File: src/hdl/teri_pkg.sv
// Purpose: Shared constants for the translation buffer unit error record.
// Assumes: 32-bit register words, byte addresses on a 16-bit bus.
// Notes: Offsets other than the status record are local choices.
package teri_pkg;
  localparam int ADDR_W = 16;
  localparam logic [15:0] OFS_ERR_CTRL = 16'h8E88;
  localparam logic [15:0] OFS_ERR_STATUS = 16'h8E90;
  localparam logic [15:0] OFS_ERR_INJECT = 16'h8E98;
  localparam logic [15:0] OFS_SEC_CTRL = 16'h8EA0;
  localparam logic [15:0] OFS_EVT_STATUS = 16'h8EA4;
  localparam logic [15:0] OFS_EVT_CLEAR = 16'h8EA8;
  localparam logic [15:0] OFS_EVT_ENABLE = 16'h8EAC;
  // Record status fields
  localparam int POS_VALID = 30;
  localparam int POS_OVERFLOW = 27;
  localparam int POS_CE_LO = 24;
  localparam int POS_CE_HI = 25;
  localparam int POS_ERROR_SYNDROME_CODE_LO = 0;
  localparam int POS_ERROR_SYNDROME_CODE_HI = 7;
  // Control fields
  localparam int POS_IRQ_EN = 3;
  localparam int POS_NS_ACCESS = 0;
  localparam int POS_INJ_TAG = 1;
  localparam int POS_INJ_DATA = 0;
  // Event status bits
  localparam int EVT_W = 3;
  localparam int EVT_TAG = 0;
  localparam int EVT_DATA = 1;
  localparam int EVT_OVF = 2;
  // Values
  localparam logic [1:0] CE_NONE = 2'h0;
  localparam logic [1:0] CE_CORRECTED = 2'h2;
  localparam logic [1:0] CE_CLEAR_KEY = 2'h3;
  localparam logic [7:0] CODE_NONE = 8'h00;
  localparam logic [7:0] CODE_TAG = 8'h07;
  localparam logic [7:0] CODE_DATA = 8'h08;
  localparam logic [31:0] RST_ERR_CTRL = 32'h0000_0008;
  localparam logic [31:0] RST_ERR_STATUS = 32'h0000_0000;
  localparam logic [31:0] RST_ERR_INJECT = 32'h0000_0000;
  localparam logic [31:0] RST_SEC_CTRL = 32'h0000_0000;
  localparam logic [EVT_W-1:0] RST_EVT = 3'h0;
endpackage

File: src/hdl/teri_fault_if.sv
// Purpose: Carries injection controls and parity fault reports.
// Assumes: One clock domain shared by both ends.
// Notes: faultValid is a one-cycle pulse.
interface teri_fault_if;
  logic injTag;
  logic injData;
  logic faultValid;
  logic [7:0] faultCode;
  logic faultInjected;
  modport ctrl (
    output injTag,
    output injData,
    input faultValid,
    input faultCode,
    input faultInjected
  );
  modport chk (
    input injTag,
    input injData,
    output faultValid,
    output faultCode,
    output faultInjected
  );
endinterface

File: src/hdl/teri_tlb_parity.sv
// Purpose: Parity bits of the main TLB entries, with fault injection.
// Assumes: Tag and data arrays themselves live outside this block.
// Notes: A lookup result appears one cycle after the lookup strobe.
module teri_tlb_parity
  import teri_pkg::*;
#(
  parameter int TAG_W = 32,
  parameter int DATA_W = 64,
  parameter int ENTRIES = 16,
  parameter int IDX_W = 4
)
(
  input wire logic clk,
  input wire logic rstn,
  input wire logic tlbWrValid,
  input wire logic [IDX_W-1:0] tlbWrIndex,
  input wire logic [TAG_W-1:0] tlbWrTag,
  input wire logic [DATA_W-1:0] tlbWrData,
  input wire logic tlbRdValid,
  input wire logic [IDX_W-1:0] tlbRdIndex,
  input wire logic [TAG_W-1:0] tlbRdTag,
  input wire logic [DATA_W-1:0] tlbRdData,
  teri_fault_if.chk flt
);
  // Per entry: tag parity, data parity, written under injection
  typedef struct packed {
    logic [ENTRIES-1:0][2:0] par;
    logic fv;
    logic [7:0] code;
    logic inj;
  } teriPar_s;

  teriPar_s st_ff;
  teriPar_s nxt_st;
  logic tagBad;
  logic dataBad;

  always_comb
  begin
    nxt_st = st_ff;
    nxt_st.fv = 1'b0;
    nxt_st.inj = 1'b0;
    tagBad = (^tlbRdTag) != st_ff.par[tlbRdIndex][2];
    dataBad = (^tlbRdData) != st_ff.par[tlbRdIndex][1];
    if (tlbWrValid)
    begin
      nxt_st.par[tlbWrIndex] = {(^tlbWrTag) ^ flt.injTag,
                                (^tlbWrData) ^ flt.injData,
                                flt.injTag | flt.injData};
    end
    if (tlbRdValid && (tagBad || dataBad))
    begin
      nxt_st.fv = 1'b1;
      // Tag fault hides a data fault on the same entry
      nxt_st.code = tagBad ? CODE_TAG : CODE_DATA;
      nxt_st.inj = st_ff.par[tlbRdIndex][0];
    end
  end

  always_ff @(posedge clk or negedge rstn)
  begin
    if (!rstn)
      st_ff <= '0;
    else
      st_ff <= nxt_st;
  end

  assign flt.faultValid = st_ff.fv;
  assign flt.faultCode = st_ff.code;
  assign flt.faultInjected = st_ff.inj;
endmodule

File: src/hdl/teri_top.sv
// Purpose: Error record, injection and interrupt registers of one
//   translation buffer unit.
// Assumes: Plain register port, read data one cycle after the strobe.
// Notes: regNonsecure qualifies each access with its security state.
//
// Decided for this implementation: the address-and-strobe port.
module teri_top
  import teri_pkg::*;
#(
  parameter int TAG_W = 32,
  parameter int DATA_W = 64,
  parameter int ENTRIES = 16,
  parameter int IDX_W = 4
)
(
  input wire logic clk,
  input wire logic rstn,
  input wire logic [ADDR_W-1:0] regAddr,
  input wire logic [31:0] regWdata,
  input wire logic regWr,
  input wire logic regRd,
  input wire logic regNonsecure,
  output logic [31:0] regRdata,
  input wire logic tlbWrValid,
  input wire logic [IDX_W-1:0] tlbWrIndex,
  input wire logic [TAG_W-1:0] tlbWrTag,
  input wire logic [DATA_W-1:0] tlbWrData,
  input wire logic tlbRdValid,
  input wire logic [IDX_W-1:0] tlbRdIndex,
  input wire logic [TAG_W-1:0] tlbRdTag,
  input wire logic [DATA_W-1:0] tlbRdData,
  output logic tlbFault,
  output logic mgmtFault,
  output logic errIrq
);
  typedef struct packed {
    logic irqEn;
    logic nsAccess;
    logic valid;
    logic overflow;
    logic [1:0] ce;
    logic [7:0] error_syndrome_code;
    logic injTag;
    logic injData;
    logic [EVT_W-1:0] evtStat;
    logic [EVT_W-1:0] evtEn;
    logic irq;
    logic tlbFault;
    logic mgmtFault;
    logic [31:0] rdata;
  } teri_state_s;

  teri_state_s st_ff;
  teri_state_s nxt_st;
  teri_fault_if flt ();

  logic accessOk;
  logic wrOk;
  logic rdOk;
  logic wrStatus;
  logic ceKey;
  logic ofClr;
  logic ceClr;
  logic vClr;
  logic [EVT_W-1:0] evtSet;
  logic [31:0] rdMux;

  teri_tlb_parity #(
    .TAG_W(TAG_W),
    .DATA_W(DATA_W),
    .ENTRIES(ENTRIES),
    .IDX_W(IDX_W)
  ) u_parity (
    .clk(clk),
    .rstn(rstn),
    .tlbWrValid(tlbWrValid),
    .tlbWrIndex(tlbWrIndex),
    .tlbWrTag(tlbWrTag),
    .tlbWrData(tlbWrData),
    .tlbRdValid(tlbRdValid),
    .tlbRdIndex(tlbRdIndex),
    .tlbRdTag(tlbRdTag),
    .tlbRdData(tlbRdData),
    .flt(flt.chk)
  );

  assign flt.injTag = st_ff.injTag;
  assign flt.injData = st_ff.injData;

  // Secure accesses always pass; the grant bit itself is secure only
  assign accessOk = !regNonsecure || st_ff.nsAccess;
  assign wrOk = regWr && accessOk;
  assign rdOk = regRd && accessOk;

  // Clear qualifiers of the status record, judged on the old state
  assign wrStatus = wrOk && (regAddr == OFS_ERR_STATUS);
  assign ofClr = wrStatus && regWdata[POS_OVERFLOW];
  assign ceKey = regWdata[POS_CE_HI:POS_CE_LO] == CE_CLEAR_KEY;
  // Holding the field while overflow stands stops software losing a
  // second error it has not seen yet
  assign ceClr = wrStatus && ceKey && (!st_ff.overflow || ofClr);
  assign vClr = wrStatus && regWdata[POS_VALID]
                && ((st_ff.ce == CE_NONE) || ceClr);

  always_comb
  begin
    evtSet = '0;
    evtSet[EVT_TAG] = flt.faultValid && (flt.faultCode == CODE_TAG);
    evtSet[EVT_DATA] = flt.faultValid && (flt.faultCode == CODE_DATA);
    evtSet[EVT_OVF] = flt.faultValid
                      && ((st_ff.ce != CE_NONE) && !ceClr);
  end

  always_comb
  begin
    rdMux = 32'h0000_0000;
    if (rdOk)
    begin
      case (regAddr)
        OFS_ERR_CTRL:
        begin
          rdMux[POS_IRQ_EN] = st_ff.irqEn;
        end
        OFS_ERR_STATUS:
        begin
          rdMux[POS_VALID] = st_ff.valid;
          rdMux[POS_OVERFLOW] = st_ff.overflow;
          rdMux[POS_CE_HI:POS_CE_LO] = st_ff.ce;
          rdMux[POS_ERROR_SYNDROME_CODE_HI:POS_ERROR_SYNDROME_CODE_LO] = st_ff.error_syndrome_code;
        end
        OFS_ERR_INJECT:
        begin
          rdMux[POS_INJ_TAG] = st_ff.injTag;
          rdMux[POS_INJ_DATA] = st_ff.injData;
        end
        OFS_SEC_CTRL:
        begin
          rdMux[POS_NS_ACCESS] = regNonsecure ? 1'b0 : st_ff.nsAccess;
        end
        OFS_EVT_STATUS:
        begin
          rdMux[EVT_W-1:0] = st_ff.evtStat;
        end
        OFS_EVT_ENABLE:
        begin
          rdMux[EVT_W-1:0] = st_ff.evtEn;
        end
        default:
        begin
          rdMux = 32'h0000_0000;
        end
      endcase
    end
  end

  always_comb
  begin
    nxt_st = st_ff;
    nxt_st.rdata = rdMux;
    nxt_st.tlbFault = flt.faultValid;
    nxt_st.mgmtFault = flt.faultValid && !flt.faultInjected;

    // Software writes to control registers
    if (wrOk)
    begin
      case (regAddr)
        OFS_ERR_CTRL:
        begin
          nxt_st.irqEn = regWdata[POS_IRQ_EN];
        end
        OFS_ERR_INJECT:
        begin
          nxt_st.injTag = regWdata[POS_INJ_TAG];
          nxt_st.injData = regWdata[POS_INJ_DATA];
        end
        OFS_SEC_CTRL:
        begin
          if (!regNonsecure)
            nxt_st.nsAccess = regWdata[POS_NS_ACCESS];
        end
        OFS_EVT_ENABLE:
        begin
          nxt_st.evtEn = regWdata[EVT_W-1:0];
        end
        OFS_EVT_CLEAR:
        begin
          nxt_st.evtStat = st_ff.evtStat & ~regWdata[EVT_W-1:0];
        end
        default:
        begin
          nxt_st.irqEn = st_ff.irqEn;
        end
      endcase
    end

    // Record clears first, so a same-cycle fault lands on top
    if (ofClr)
      nxt_st.overflow = 1'b0;
    if (ceClr)
    begin
      nxt_st.ce = CE_NONE;
      nxt_st.error_syndrome_code = CODE_NONE;
    end
    if (vClr)
      nxt_st.valid = 1'b0;

    // Parity fault report: valid and field set; overflow if a record stands, else the code
    if (flt.faultValid)
    begin
      nxt_st.valid = 1'b1;
      if (nxt_st.ce != CE_NONE)
        nxt_st.overflow = 1'b1;
      else
        nxt_st.error_syndrome_code = flt.faultCode;
      nxt_st.ce = CE_CORRECTED;
    end

    // Sticky events: a set beats a clear in the same cycle
    nxt_st.evtStat = nxt_st.evtStat | evtSet;
    nxt_st.irq = nxt_st.irqEn
                 && ((nxt_st.evtStat & nxt_st.evtEn) != '0);
  end

  always_ff @(posedge clk or negedge rstn)
  begin
    if (!rstn)
    begin
      st_ff.irqEn <= RST_ERR_CTRL[POS_IRQ_EN];
      st_ff.nsAccess <= RST_SEC_CTRL[POS_NS_ACCESS];
      st_ff.valid <= RST_ERR_STATUS[POS_VALID];
      st_ff.overflow <= RST_ERR_STATUS[POS_OVERFLOW];
      st_ff.ce <= RST_ERR_STATUS[POS_CE_HI:POS_CE_LO];
      st_ff.error_syndrome_code <= RST_ERR_STATUS[POS_ERROR_SYNDROME_CODE_HI:POS_ERROR_SYNDROME_CODE_LO];
      st_ff.injTag <= RST_ERR_INJECT[POS_INJ_TAG];
      st_ff.injData <= RST_ERR_INJECT[POS_INJ_DATA];
      st_ff.evtStat <= RST_EVT;
      st_ff.evtEn <= RST_EVT;
      st_ff.irq <= 1'b0;
      st_ff.tlbFault <= 1'b0;
      st_ff.mgmtFault <= 1'b0;
      st_ff.rdata <= 32'h0000_0000;
    end
    else
    begin
      st_ff <= nxt_st;
    end
  end

  assign regRdata = st_ff.rdata;
  assign tlbFault = st_ff.tlbFault;
  assign mgmtFault = st_ff.mgmtFault;
  assign errIrq = st_ff.irq;
endmodule

File: config.mk
export PLATFORM = sky130hd
export DESIGN_NAME = teri_top
export DESIGN_NICKNAME = d
export VERILOG_FILES = /design/src/hdl/teri_pkg.sv /design/src/hdl/teri_fault_if.sv /design/src/hdl/teri_tlb_parity.sv /design/src/hdl/teri_top.sv
export SDC_FILE = /design/constraint.sdc
export NUM_CORES = 1
export LEC_CHECK = 0
export ABC_AREA = 1
export BUFFER_PORTS_ARGS = -buffer_cell sky130_fd_sc_hd__buf_2
export CAP_MARGIN = 40
export CORE_MARGIN = 2
export CORE_UTILIZATION = 50
export CTS_BUF_LIST = sky130_fd_sc_hd__clkbuf_8
export DETAILED_ROUTE_END_ITERATION = 16
export HOLD_SLACK_MARGIN = 0.12
export PLACE_DENSITY_LB_ADDON = 0.15
export REMOVE_ABC_BUFFERS = 1
export SLEW_MARGIN = 20
export SYNTH_ARGS = -nofsm -noshare
export SYNTH_HDL_FRONTEND = slang
export SYNTH_SLANG_ARGS = --single-unit
File: constraint.sdc
create_clock -name clk -period 3.47 [get_ports clk]
set_input_delay 0.694 -clock clk [delete_from_list [all_inputs] [get_ports clk]]
set_output_delay 0.694 -clock clk [all_outputs]
set_load 0.03 [all_outputs]
Yosys cells after proc, flatten, opt, wreduce, memory -nomap -nowiden
Index checks and enable logic that the tools add are counted.
{"block": "classes", "n_lt_le_gt_ge": 3, "n_eq_ne": 12, "n_mux": 30, "n_bitwise": 8, "n_reduce_logical": 35}
{"operator": "64-bit XOR reduction", "count": 2}
{"operator": "16-bit == test (second input constant)", "count": 7}
{"operator": "32-bit XOR reduction", "count": 2}
{"operator": "48-bit bitwise mux", "count": 1}
{"operator": "31-bit 2-to-1 mux", "count": 1}
{"operator": "10-bit 2-to-1 mux", "count": 2}
{"operator": "1-bit logical AND", "count": 16}
{"operator": "3-bit binary-select mux with 4-bit select", "count": 1}
{"operator": "3-bit demux with 4-bit select", "count": 1}
{"operator": "12-bit 2-to-1 mux", "count": 1}
{"operator": "3-bit 2-to-1 mux", "count": 4}
{"operator": "4-bit by 5-bit less-than comparator with 1-bit output (second input constant)", "count": 2}
{"operator": "1-bit 2-to-1 mux", "count": 9}
{"operator": "8-bit by 3-bit == test with 1-bit output (second input constant)", "count": 1}
{"operator": "8-bit by 4-bit == test with 1-bit output (second input constant)", "count": 1}
{"operator": "4-bit 2-to-1 mux", "count": 2}
{"operator": "8-bit 2-to-1 mux", "count": 1}
{"operator": "3-bit bitwise AND", "count": 2}
{"operator": "6-bit 2-to-1 mux", "count": 1}
{"operator": "2-bit nonzero test", "count": 3}
{"operator": "1-bit case mux with 5 select lines", "count": 1}
{"operator": "4-bit by 1-bit greater-or-equal comparator with 1-bit output (second input constant)", "count": 1}
{"operator": "1-bit logical NOT", "count": 4}
{"operator": "1-bit logical OR", "count": 4}
{"operator": "other kinds (15)", "count": 18}
{"block": "totals", "register_bits": 115, "input_bits": 255, "output_inout_bits": 35, "word_cells": 121}

Depth between registers and ports, before layout
Gate-level depths: netlist of run 1.
{"block": "logic_depth", "word_depth": 14, "mapped_depth": 19, "mapped_depth_nobuf": 19}

By module
From an unflattened synthesis of run 1, not the netlist that was laid out.
{"block": "hier_totals", "cells_unflattened": 1182, "area_unflattened_um2": 7798.7}
{"mod": "teri_tlb_parity", "n_inst": 1, "cells_per_inst": 925, "area_per_inst_um2": 5736.8, "seq_area_each_um2": 1301.2}
{"mod": "teri_top", "n_inst": 1, "cells_per_inst": 257, "area_per_inst_um2": 2062.0, "seq_area_each_um2": 927.1}

Least setup slack after synthesis of run 1
OpenSTA, ideal clock, no wires.
{"block": "synth_timing", "path_type": "input to register", "startpoint": "input regAddr[12]", "endpoint": "register st_ff[46] (netlist name)", "setup_time_ps": 125, "t_arrival_ps": 1979, "path_slack_ps": 1366, "stages": 12, "cell_sequence": "nor2_1 -> nand3_1 -> nor2_4 -> nand2_1 -> nor2_2 -> nand2_1 -> nand2_1 -> nand4_2 -> nand2_1 -> nand2_1 -> nand2_2 -> o22ai_1"}
{"element": "from (decl)", "line": "teri_top.sv:18", "rtl": "input wire logic [ADDR_W-1:0] regAddr,"}
{"element": "to (signal assigned)", "line": "teri_top.sv:245", "rtl": "st_ff <= nxt_st;"}
{"element": "to (decl)", "line": "teri_top.sv:53", "rtl": "teri_state_s st_ff;"}

Worst setup path in the final report of run 1
{"block": "layout_timing", "startpoint": "input tlbRdIndex[0]", "endpoint": "register u_parity.st_ff (netlist bit u_parity.flt.faultCode[3])"}
{"block": "layout_via", "elab_chain_len": 5, "word_cells_on_any_way": 7}
{"element": "from (decl)", "line": "teri_top.sv:29", "rtl": "input wire logic [IDX_W-1:0] tlbRdIndex,"}
{"element": "3-bit binary-select mux with 4-bit select (*)", "line": "teri_tlb_parity.sv:43, teri_tlb_parity.sv:44"}
{"element": "3-bit 2-to-1 mux (not written as such) (*)", "line": "teri_tlb_parity.sv:43", "rtl": "tagBad = (^tlbRdTag) != st_ff.par[tlbRdIndex][2];"}
{"element": "1-bit inequality test (on tied branches)", "line": "teri_tlb_parity.sv:43, teri_tlb_parity.sv:44"}
{"element": "1-bit logical OR", "line": "teri_tlb_parity.sv:51", "rtl": "if (tlbRdValid && (tagBad || dataBad))"}
{"element": "1-bit logical AND", "line": "teri_tlb_parity.sv:51"}
{"element": "to (signal assigned)", "line": "teri_tlb_parity.sv:65", "rtl": "st_ff <= nxt_st;"}
{"element": "to (decl)", "line": "teri_tlb_parity.sv:33", "rtl": "teriPar_s st_ff;"}
Every way passes the cells marked *; elsewhere a longest branch is shown, timed or not. The select of a mux whose other input is x is not followed.
A chain may end at the register's enable or synchronous reset.

==> results.sh, run 1 <==
export IMPL_status="completed"
export IMPL_ir_drop_v=0.000248
export IMPL_ff2ff_setup_slack_ns=1.60
export IMPL_via_count=7458
export IMPL_hold_viol=0
export IMPL_leakagePower_nw=5.30
export IMPL_clk_pin_slew_ns=0.08
export IMPL_numCtsBuffers=9
export IMPL_rsz0062_at_grt="false"
export IMPL_drt_first_pass_iters=5
export IMPL_final_common_cell="nand2_1"
export IMPL_critPathCaptureType="flop"
export IMPL_fin_tns_setup_ns=0
export IMPL_path_buf_inv=2
export IMPL_synth_area_top_cells="dfrtp_1 (29%), nand2_1 (25%), xnor2_1 (10%)"
export IMPL_netlist_area_leader_share_pct=28.8
export IMPL_numPortBuffers=245
export IMPL_diodes=0
export IMPL_path_class="in -> reg"
export IMPL_clock_root_buffer="clkbuf_8"
export IMPL_start_util_pct=50.7
export IMPL_period_needed_ns=2.22
export IMPL_layout_common_cells="nand2_1 (501), buf_2 (244), inv_1 (145), xnor2_1 (90), dfrtp_1 (88)"
export IMPL_fmax_mhz=450
export IMPL_ant_nets=0
export IMPL_first_iter_violations=297
export IMPL_min_from="u_parity.flt.faultInjected$_DFF_PN0_"
export IMPL_synthFlopType="dfrtp_1"
export IMPL_grt_use_total_pct=21.5
export IMPL_core_area_um2=15100
export IMPL_cp_start_kind="input pin"
export IMPL_cts_resized=0
export IMPL_drc_errors=0
export IMPL_row_count=45
export IMPL_dp_hpwl_um=14500
export IMPL_ys_warn_count=0
export IMPL_fin_hold_ws_ns=0.392
export IMPL_cpPeakStageDelay_ns=0.57
export IMPL_min_path_cells=1
export IMPL_via_per_inst=4.68
export IMPL_hp_class="reg -> reg"
export IMPL_path_cells="buf_2 > o21ai_0 > nand3_1 > nand3_1 > nand2_1 > inv_1 > nand3_1 > nand3_1 > nand3_1 > nand2_1 > nand2_1 > nand2_1"
export IMPL_grt_max_degree=63
export IMPL_critical_path_top_delay_family="simple AND/OR/NAND/NOR gates"
export IMPL_drt_wl_total_um=17400
export IMPL_setup_viol=0
export IMPL_cts_hold_buf=0
export IMPL_grt_pass1_wl_um=29000
export IMPL_fp_dieW_um=128
export IMPL_first_global_vias=6821
export IMPL_min_to="mgmtFault$_DFF_PN0_"
export IMPL_async_reset_ff_share_pct=100
export IMPL_cts_sinks=89
export IMPL_fin_worst_skew_ns=0.0117
export IMPL_critPathMostFrequentCell="nand3_1"
export IMPL_fin_crit_sh_pct=64.0
export IMPL_synth_largest_area_cell="dfrtp_1"
export IMPL_clkLatencyLatePin_ns=0.36
export IMPL_ys_types=45
export IMPL_avgSynthCellArea_um2=6.57
export IMPL_synth_edf_count=0
export IMPL_dieArea_um2=16300
export IMPL_htreeDepth=3
export IMPL_gp_congestion=0.855
export IMPL_synth_cells=1165
export IMPL_antenna_found_initial=0
export IMPL_area_growth_pct=19.2
export IMPL_cts_buffer_depth=2
export IMPL_r2r_start="st_ff[55]$_DFFE_PN0P_"
export IMPL_worst_pin_slew_ns=0.739
export IMPL_cp_required_ns=3.73
export IMPL_ys_ff_latch=89
export IMPL_die_h_um=128
export IMPL_final_layout_size_suffix_gt1_share_pct=21.1
export IMPL_regToRegEndpoint="st_ff[44]$_DFF_PN0_"
export IMPL_cts_tree="done"
export IMPL_ys_seq_area_share_pct=29.1
export IMPL_cts_setup_buffers=0
export IMPL_crit_fanout=43
export IMPL_ff2ff_path_depth=9
export IMPL_slew_headroom_pct=50.7
export IMPL_wl_per_cell_um=10.9
export IMPL_nets=1657
export IMPL_grt_ovfl_total=0
export IMPL_power_density_nw_per_um2=411
export IMPL_synth_area_um2=7650
export IMPL_worstPathArrival_ns=2.48
export IMPL_drv_slew=0
export IMPL_cp_slowest_cell="buf_2"
export IMPL_drv_cap=0
export IMPL_io_pins=290
-- cells in the mapped netlist (all sizes together) (4+ instances only) --
library cell  instances
a21oi                18
buf                  40
dfrtp                88
inv                 144
nand2               507
nand3                58
nand4                 6
nor2                 64
nor3                  5
o211ai                8
o21ai                48
o31ai                 4
xnor2                98
xor2                 54
-- layer usage --
metal  global-route usage, %  share of wire (%)  vias to the layer above
met4                    4.40                1.0                        0
met1                    25.0                 42                     3270
met5                       0                  0                        -
li1                        -                  -                     3987
met3                    3.09                5.0                       15
met2                    41.7                 52                      186
-- worst max path at each step --
stage,from,endpoint,slack [ns],cells after the start
global route,regAddr[1],st_ff[45]$_DFF_PN0_,0.99,13
floorplan,regAddr[12],st_ff[46]$_DFF_PN0_,1.37,12
detailed placement,regAddr[1],st_ff[46]$_DFF_PN0_,0.89,13
global placement,tlbRdIndex[0],u_parity.flt.faultCode[2]$_DFFE_PN0P_,0.94,12
finish,tlbRdIndex[0],u_parity.flt.faultCode[3]$_DFFE_PN0P_,1.25,12
CTS,regAddr[1],st_ff[45]$_DFF_PN0_,1.28,13
-- area by class of cell --
| cell class | count | area (um^2) |
|---|---|---|
| Clock buffer | 10 | 138 |
| Clock inverter | 6 | 52.6 |
| Fill cell | 1436 | 5970 |
| Inverter | 144 | 541 |
| Multi-Input combinational cell | 908 | 4640 |
| Sequential cell | 89 | 2230 |
| Tap cell | 188 | 235 |
| Timing Repair Buffer | 250 | 1290 |
-- kinds of logic (layout without fill, tap and decap cells) --
group / count (synthesis) / in the layout / share of synthesized area [%]
other: 1 / 20 / 0.0490
muxes: 3 / 3 / 0.392
buffers and inverters: 187 / 410 / 11.2
and+or+nand+nor: 645 / 645 / 34.5
AOI/OAI and AO/OA: 88 / 88 / 6.49
xor gates and xnor gates: 152 / 152 / 18.2
DFF: 89 / 89 / 29.1
-- registers in the layout, summed over array words and instances, names as in the netlist --
name                        count
u_parity.flt.faultCode          2
errIrq                          1
u_parity.flt.faultValid         1
regRdata                       12
mgmtFault                       1
tlbFault                        1
u_parity.st_ff                 48
flt.injData                     1
st_ff                          20
u_parity.flt.faultInjected      1
flt.injTag                      1
-- worst reg2reg max path, cell delays in order, from the launching register on --
cell	delay (ns)
dfrtp_1	0.41
o21ai_1	0.43
nor2_2	0.13
nand2_1	0.08
nand2_1	0.07
nand4_2	0.11
nand2_1	0.15
nand2_1	0.15
nand2_2	0.12
o21ai_1	0.15
-- report_power, final --
part	total [W]	switching [W]	internal, W
Combinational	0.00169	0.00105	0.000636
Clock	0.000695	0.000352	0.000343
Sequential	0.00137	0.000119	0.00125
Total	0.00375	0.00152	0.00223
-- metrics by stage --
| step | instance area [um^2] | worst slack, ns | total power (W) | instances | util [%] |
|---|---|---|---|---|---|
| 2_1_floorplan | 7410 | 1.37 | 0.00257 | 1141 | - |
| 3_3_place_gp | 8890 | 0.939 | 0.00304 | 1577 | 58.9 |
| 3_5_place_dp | 8890 | 0.894 | 0.00309 | 1577 | 58.9 |
| 4_1_cts | 9080 | 1.28 | 0.00378 | 1593 | 60.2 |
| 5_1_grt | 9120 | 0.993 | 0.00407 | 1595 | 60.4 |
| 6_report | 9120 | 1.25 | 0.00375 | 1595 | 60.4 |
(Power assumes the default switching activity.)
==> run 2: changes to the inputs <==
ABC_AREA = 0   (was 1)
CORE_UTILIZATION = 48   (was 50)
clock period = 2.2 ns   (was 3.47 ns; I/O delays follow)
==> results.sh, run 2 <==
export IMPL_synth_xor_area_share_pct=28.7
export IMPL_cp_start_kind="flop"
export IMPL_nets=1053
export IMPL_synth_compound_area_share_pct=4.59
export IMPL_utilization_pct=62.3
export IMPL_drv_cap=0
export IMPL_netlist_area_leader_share_pct=37.4
export IMPL_dp_hpwl_um=11300
export IMPL_ys_ff_latch=89
export IMPL_antenna_found_initial=0
export IMPL_gp_congestion=0.860
export IMPL_ff2ff_path_depth=5
export IMPL_n_fill_cell=1016
export IMPL_first_global_vias=4502
export IMPL_cp_required_ns=2.45
export IMPL_synth_largest_area_cell="dfrtp_1"
export IMPL_clk_pin_slew_ns=0.08
export IMPL_synth_fa_ha_area_share_pct=0
export IMPL_worstPathArrival_ns=2.39
export IMPL_clock_root_buffer="clkbuf_8"
export IMPL_drv_slew=0
export IMPL_start_util_pct=49.0
export IMPL_hp_class="in -> reg"
export IMPL_setup_viol=0
export IMPL_ys_seq_area_share_pct=37.9
export IMPL_synth_edf_count=0
export IMPL_core_area_um2=12000
export IMPL_critPathCaptureType="flop"
export IMPL_yosysMostFrequentCell="xnor2_1"
export IMPL_final_layout_size_suffix_gt1_share_pct=42.0
export IMPL_wl_per_cell_um=14.2
export IMPL_rsz0062_at_grt="true"
export IMPL_largest_register_ffs=48
export IMPL_grt_max_degree=46
export IMPL_grt_pass1_wl_um=20700
export IMPL_numPortBuffers=245
export IMPL_area_growth_pct=27.2
export IMPL_place_inst=932
export IMPL_hold_viol=0
export IMPL_ir_drop_v=0.00107
export IMPL_fmax_mhz=466
export IMPL_synth_area_um2=5890
export IMPL_synth_area_top_cells="dfrtp_1 (37%), xnor2_1 (25%), mux2_2 (7.7%)"
export IMPL_synthTopCellsByCount="xnor2_1 (168), dfrtp_1 (88), mux2_2 (40), nor2_1 (36), buf_4 (33)"
export IMPL_cts_buffer_depth=2
export IMPL_synthFlopType="dfrtp_1"
export IMPL_path_class="reg -> reg"
export IMPL_crit_fanout=3
export IMPL_async_reset_ff_share_pct=100
export IMPL_synth_top_family_by_area="XOR/XNOR gates"
export IMPL_placed_area_um2=7300
export IMPL_final_area_um2=7490
export IMPL_avgSynthCellArea_um2=11.0
export IMPL_cts_sinks=89
export IMPL_timing_final_ws_setup_ns=0.0538
export IMPL_row_count=40
export IMPL_drt_first_pass_iters=4
export IMPL_stdcell_count=949
export IMPL_first_iter_violations=171
export IMPL_diodes=0
export IMPL_grt_ovfl_total=0
export IMPL_period_needed_ns=2.15
export IMPL_grt_use_total_pct=20.1
export IMPL_muxShareOfSynthArea_pct=14.5
export IMPL_via_per_inst=4.90
export IMPL_leakagePower_nw=3.48
export IMPL_io_pins=290
export IMPL_fin_crit_sh_pct=97.6
export IMPL_drc_errors=0
export IMPL_worst_pin_slew_ns=0.592
export IMPL_fin_worst_skew_ns=0.0162
export IMPL_die_h_um=115
export IMPL_via_count=4650
export IMPL_dieArea_um2=13200
export IMPL_ys_types=47
export IMPL_slew_headroom_pct=60.6
export IMPL_ant_nets=0
export IMPL_status="completed"
export IMPL_synthSimpleGateAreaFrac_pct=9.42
export IMPL_fp_dieW_um=115
export IMPL_drt_wl_total_um=13500
export IMPL_synth_cells=535
export IMPL_ys_warn_count=0
export IMPL_final_common_cell="buf_2"
export IMPL_htreeDepth=3
export IMPL_power_density_nw_per_um2=866
export IMPL_clkLatencyLatePin_ns=0.36
export IMPL_layout_common_cells="buf_2 (243), xnor2_1 (167), dfrtp_1 (87), mux2_2 (40), nor2_1 (36)"
export IMPL_numCtsBuffers=9
export IMPL_top_register="u_parity.st_ff"
export IMPL_min_path_cells=2
export IMPL_cts_tree="done"
export IMPL_pre_cts_slack_ns=-0.445
[run 2: cell types whose count changed in the layout (fill, tap and decap cells not counted), sizes merged, moves of 40 or more]
cell and change:
inv -144, mux2 +40, nand2 -481, nand3 -56, o21ai -41, xnor2 +70
[run 2: timing repair]
action / CTS / global route
resized for setup: 0 / 8
endpoints found under the setup margin: 2 / 19
hold endpoints to repair: 42 / 0
hold buffers: 1 / 0
pin swaps: 1 / 4
buffers inserted: 0 / 1
[run 2: logic make-up (layout without fill, tap and decap cells)]
group                     after synthesis  count (layout)
DFF                                    89              89
xor gates and xnor gates              191             191
other                                   1              20
and+or+nand+nor                       111             111
buffers and inverters                  43             291
AOI/OAI and AO/OA                      42              42
muxes                                  58              58
[run 2: worst max-delay path, stage by stage (launching register included)]
cell,delay [ns]
dfrtp_1,0.40
mux4_1,0.51
mux4_2,0.48
xnor3_1,0.21
or2b_1,0.27
a22o_1,0.18
[run 2: worst paths after layout]
check                                                           from                                    end  slack [ns]
min in group asynchronous                                       rstn                  st_ff[55]$_DFFE_PN0P_        0.62
worst min register to register  u_parity.flt.faultInjected$_DFF_PN0_                    mgmtFault$_DFF_PN0_        0.44
worst max register to register        u_parity.st_ff[20]$_DFFE_PN0P_  u_parity.flt.faultCode[2]$_DFFE_PN0P_        0.05
worst min-delay path                                     regWdata[3]                    st_ff[56]$_DFF_PN1_        0.34
worst max-delay path                  u_parity.st_ff[20]$_DFFE_PN0P_  u_parity.flt.faultCode[2]$_DFFE_PN0P_        0.05
max in group asynchronous                                       rstn                flt.injData$_DFFE_PN0P_        0.96
[run 2: area by class of cell]
cell class / count / area (um^2) / share of cell area (%)
repair buffers: 273 / 1460 / 19.6
clock buffers: 9 / 124 / 1.65
flip-flops and latches: 89 / 2230 / 29.8
inverters: 3 / 11.3 / 0.150
clock inverters: 6 / 37.5 / 0.501
well taps: 147 / 184 / 2.46
multi-input cells: 422 / 3440 / 45.9
[run 2: metrics by stage]
| stage | total power [W] | TNS [ns] | hold WS [ns] |
|---|---|---|---|
| finish | 0.00648 | 0 | 0.344 |
| global route | 0.00695 | -0.0322 | 0.333 |
| CTS | 0.00641 | 0 | 0.331 |
| detailed placement | 0.00542 | -5.09 | 0.436 |
| global placement | 0.00531 | -3.98 | 0.434 |
| floorplan | 0.00436 | -0.197 | 0.144 |
[run 2: layer usage]
layer	track usage (%)	routed length, um
met5	0	0
met3	3.64	989
met2	38.2	7180
met4	5.22	157
met1	23.4	5170
[run 2: power breakdown]
group          switching [W]  internal [W]  leakage [nW]
Sequential          0.000291       0.00206          1.12
Combinational        0.00144       0.00174          2.28
Clock               0.000552      0.000398        0.0823
==> run 3: changes to the inputs <==
MAX_ROUTING_LAYER = met4   (was not set)
==> results.sh, run 3 (same netlist as run 2, synthesis figures left out) <==
export IMPL_final_common_cell="buf_2"
export IMPL_grt_max_degree=46
export IMPL_slew_headroom_pct=60.9
export IMPL_cpPeakStageDelay_ns=0.51
export IMPL_htreeDepth=3
export IMPL_start_util_pct=49.0
export IMPL_hold_viol=0
export IMPL_cp_slowest_cell="mux4_1"
export IMPL_dp_hpwl_um=11300
export IMPL_crit_fanout=3
export IMPL_cts_tree="done"
export IMPL_fp_dieW_um=115
export IMPL_ant_nets=0
export IMPL_drv_cap=0
export IMPL_rsz0062_at_grt="true"
export IMPL_timing_final_ws_setup_ns=0.0550
export IMPL_pre_cts_slack_ns=-0.445
export IMPL_power_density_nw_per_um2=867
export IMPL_hp_class="in -> reg"
export IMPL_top_register="u_parity.st_ff"
export IMPL_area_growth_pct=27.2
export IMPL_antenna_found_initial=0
export IMPL_numPortBuffers=245
export IMPL_dieArea_um2=13200
export IMPL_numCtsBuffers=9
export IMPL_row_count=40
export IMPL_path_buf_inv=0
export IMPL_drt_wl_total_um=13500
export IMPL_grt_use_total_pct=20.7
export IMPL_clock_root_buffer="clkbuf_8"
export IMPL_gp_congestion=0.874
export IMPL_stdcell_count=949
export IMPL_drv_slew=0
export IMPL_grt_pass1_wl_um=20700
export IMPL_cp_required_ns=2.45
export IMPL_ir_drop_v=0.00107
export IMPL_worst_pin_slew_ns=0.586
export IMPL_cp_start_kind="flop"
export IMPL_die_h_um=115
export IMPL_drc_errors=0
export IMPL_period_needed_ns=2.15
export IMPL_fin_hold_ws_ns=0.343
export IMPL_critical_path_top_delay_family="multiplexers"
export IMPL_leakagePower_nw=3.48
export IMPL_grt_ovfl_total=0
export IMPL_cts_buffer_depth=2
export IMPL_path_cells="mux4_1 > mux4_2 > xnor3_1 > or2b_1 > a22o_1"
export IMPL_place_inst=932
export IMPL_first_iter_violations=148
export IMPL_critPathCaptureType="flop"
export IMPL_core_area_um2=12000
export IMPL_first_global_vias=4498
export IMPL_drt_first_pass_iters=4
export IMPL_clkLatencyLatePin_ns=0.36
export IMPL_fmax_mhz=466
export IMPL_diodes=0
export IMPL_cts_sinks=89
export IMPL_via_per_inst=4.90
export IMPL_fin_crit_sh_pct=97.5
export IMPL_path_class="reg -> reg"
export IMPL_n_fill_cell=1016
export IMPL_setup_viol=0
export IMPL_io_pins=290
export IMPL_final_layout_size_suffix_gt1_share_pct=42.0
export IMPL_layout_common_cells="buf_2 (243), xnor2_1 (167), dfrtp_1 (87), mux2_2 (40), nor2_1 (36)"
export IMPL_clk_pin_slew_ns=0.08
export IMPL_via_count=4649
export IMPL_nets=1053
export IMPL_fin_worst_skew_ns=0.0145
export IMPL_worstPathArrival_ns=2.39
export IMPL_status="completed"
export IMPL_largest_register_ffs=48
export IMPL_wl_per_cell_um=14.2
-- run 3: cell counts in the layout (fill, tap and decap cells not counted) --
No cell type changed its count.
-- run 3: worst reg2reg max path: cells and delay by family, from the launching register on --
kind / cells / cell delay [ns]
multiplexers: 2 / 0.99
AND/OR/NAND/NOR: 1 / 0.27
AO/OA/AOI/OAI: 1 / 0.18
XOR/XNOR: 1 / 0.21
flip-flops: 1 / 0.40
-- run 3: per-stage QoR --
step           utilization, %  setup TNS, ns  instance area (um^2)  power, W
2_1_floorplan               -         -0.197                  5680   0.00436
3_3_place_gp             60.8          -3.98                  7300   0.00531
3_5_place_dp             60.8          -5.09                  7300   0.00542
4_1_cts                  62.2              0                  7470   0.00641
5_1_grt                  62.3        -0.0368                  7490   0.00694
6_report                 62.3              0                  7490   0.00649
-- run 3: timing repair --
item	CTS	global route
resized for setup	0	8
hold buffers	1	0
setup endpoints to repair	2	19
pin swaps	1	5
buffers inserted	0	1
endpoints found under the hold margin	42	0
-- run 3: final timing paths --
check | start | endpoint | slack, ns | depth (start not counted)
setup / recovery | u_parity.st_ff[20]$_DFFE_PN0P_ | u_parity.flt.faultCode[2]$_DFFE_PN0P_ | 0.05 | 5
hold reg to reg | u_parity.flt.faultInjected$_DFF_PN0_ | mgmtFault$_DFF_PN0_ | 0.44 | 1
setup reg to reg | u_parity.st_ff[20]$_DFFE_PN0P_ | u_parity.flt.faultCode[2]$_DFFE_PN0P_ | 0.05 | 5
max in group asynchronous | rstn | u_parity.st_ff[30]$_DFFE_PN0P_ | 0.97 | 3
min in group asynchronous | rstn | st_ff[55]$_DFFE_PN0P_ | 0.62 | 2
hold / removal | regWdata[3] | st_ff[56]$_DFF_PN1_ | 0.34 | 2
-- run 3: cell type report --
| class | instances | area (um^2) | share of cell area, % |
|---|---|---|---|
| Tap cell | 147 | 184 | 2.46 |
| Clock buffer | 9 | 124 | 1.65 |
| Inverter | 3 | 11.3 | 0.150 |
| Sequential cell | 89 | 2230 | 29.8 |
| Clock inverter | 6 | 37.5 | 0.501 |
| Multi-Input combinational cell | 422 | 3440 | 45.9 |
| Timing Repair Buffer | 273 | 1460 | 19.6 |
-- run 3: layer usage --
metal	global-route usage, %	wire length, um	vias up
li1	-	-	2269
met1	23.6	5250	2168
met2	38.2	7180	197
met3	2.85	923	15
met4	5.70	168	0
met5	-	0	-
-- run 3: power by group --
part | switching, W | internal (W)
clock | 0.000555 | 0.000397
sequential | 0.000292 | 0.00206
combinational | 0.00145 | 0.00174
total | 0.00229 | 0.00420
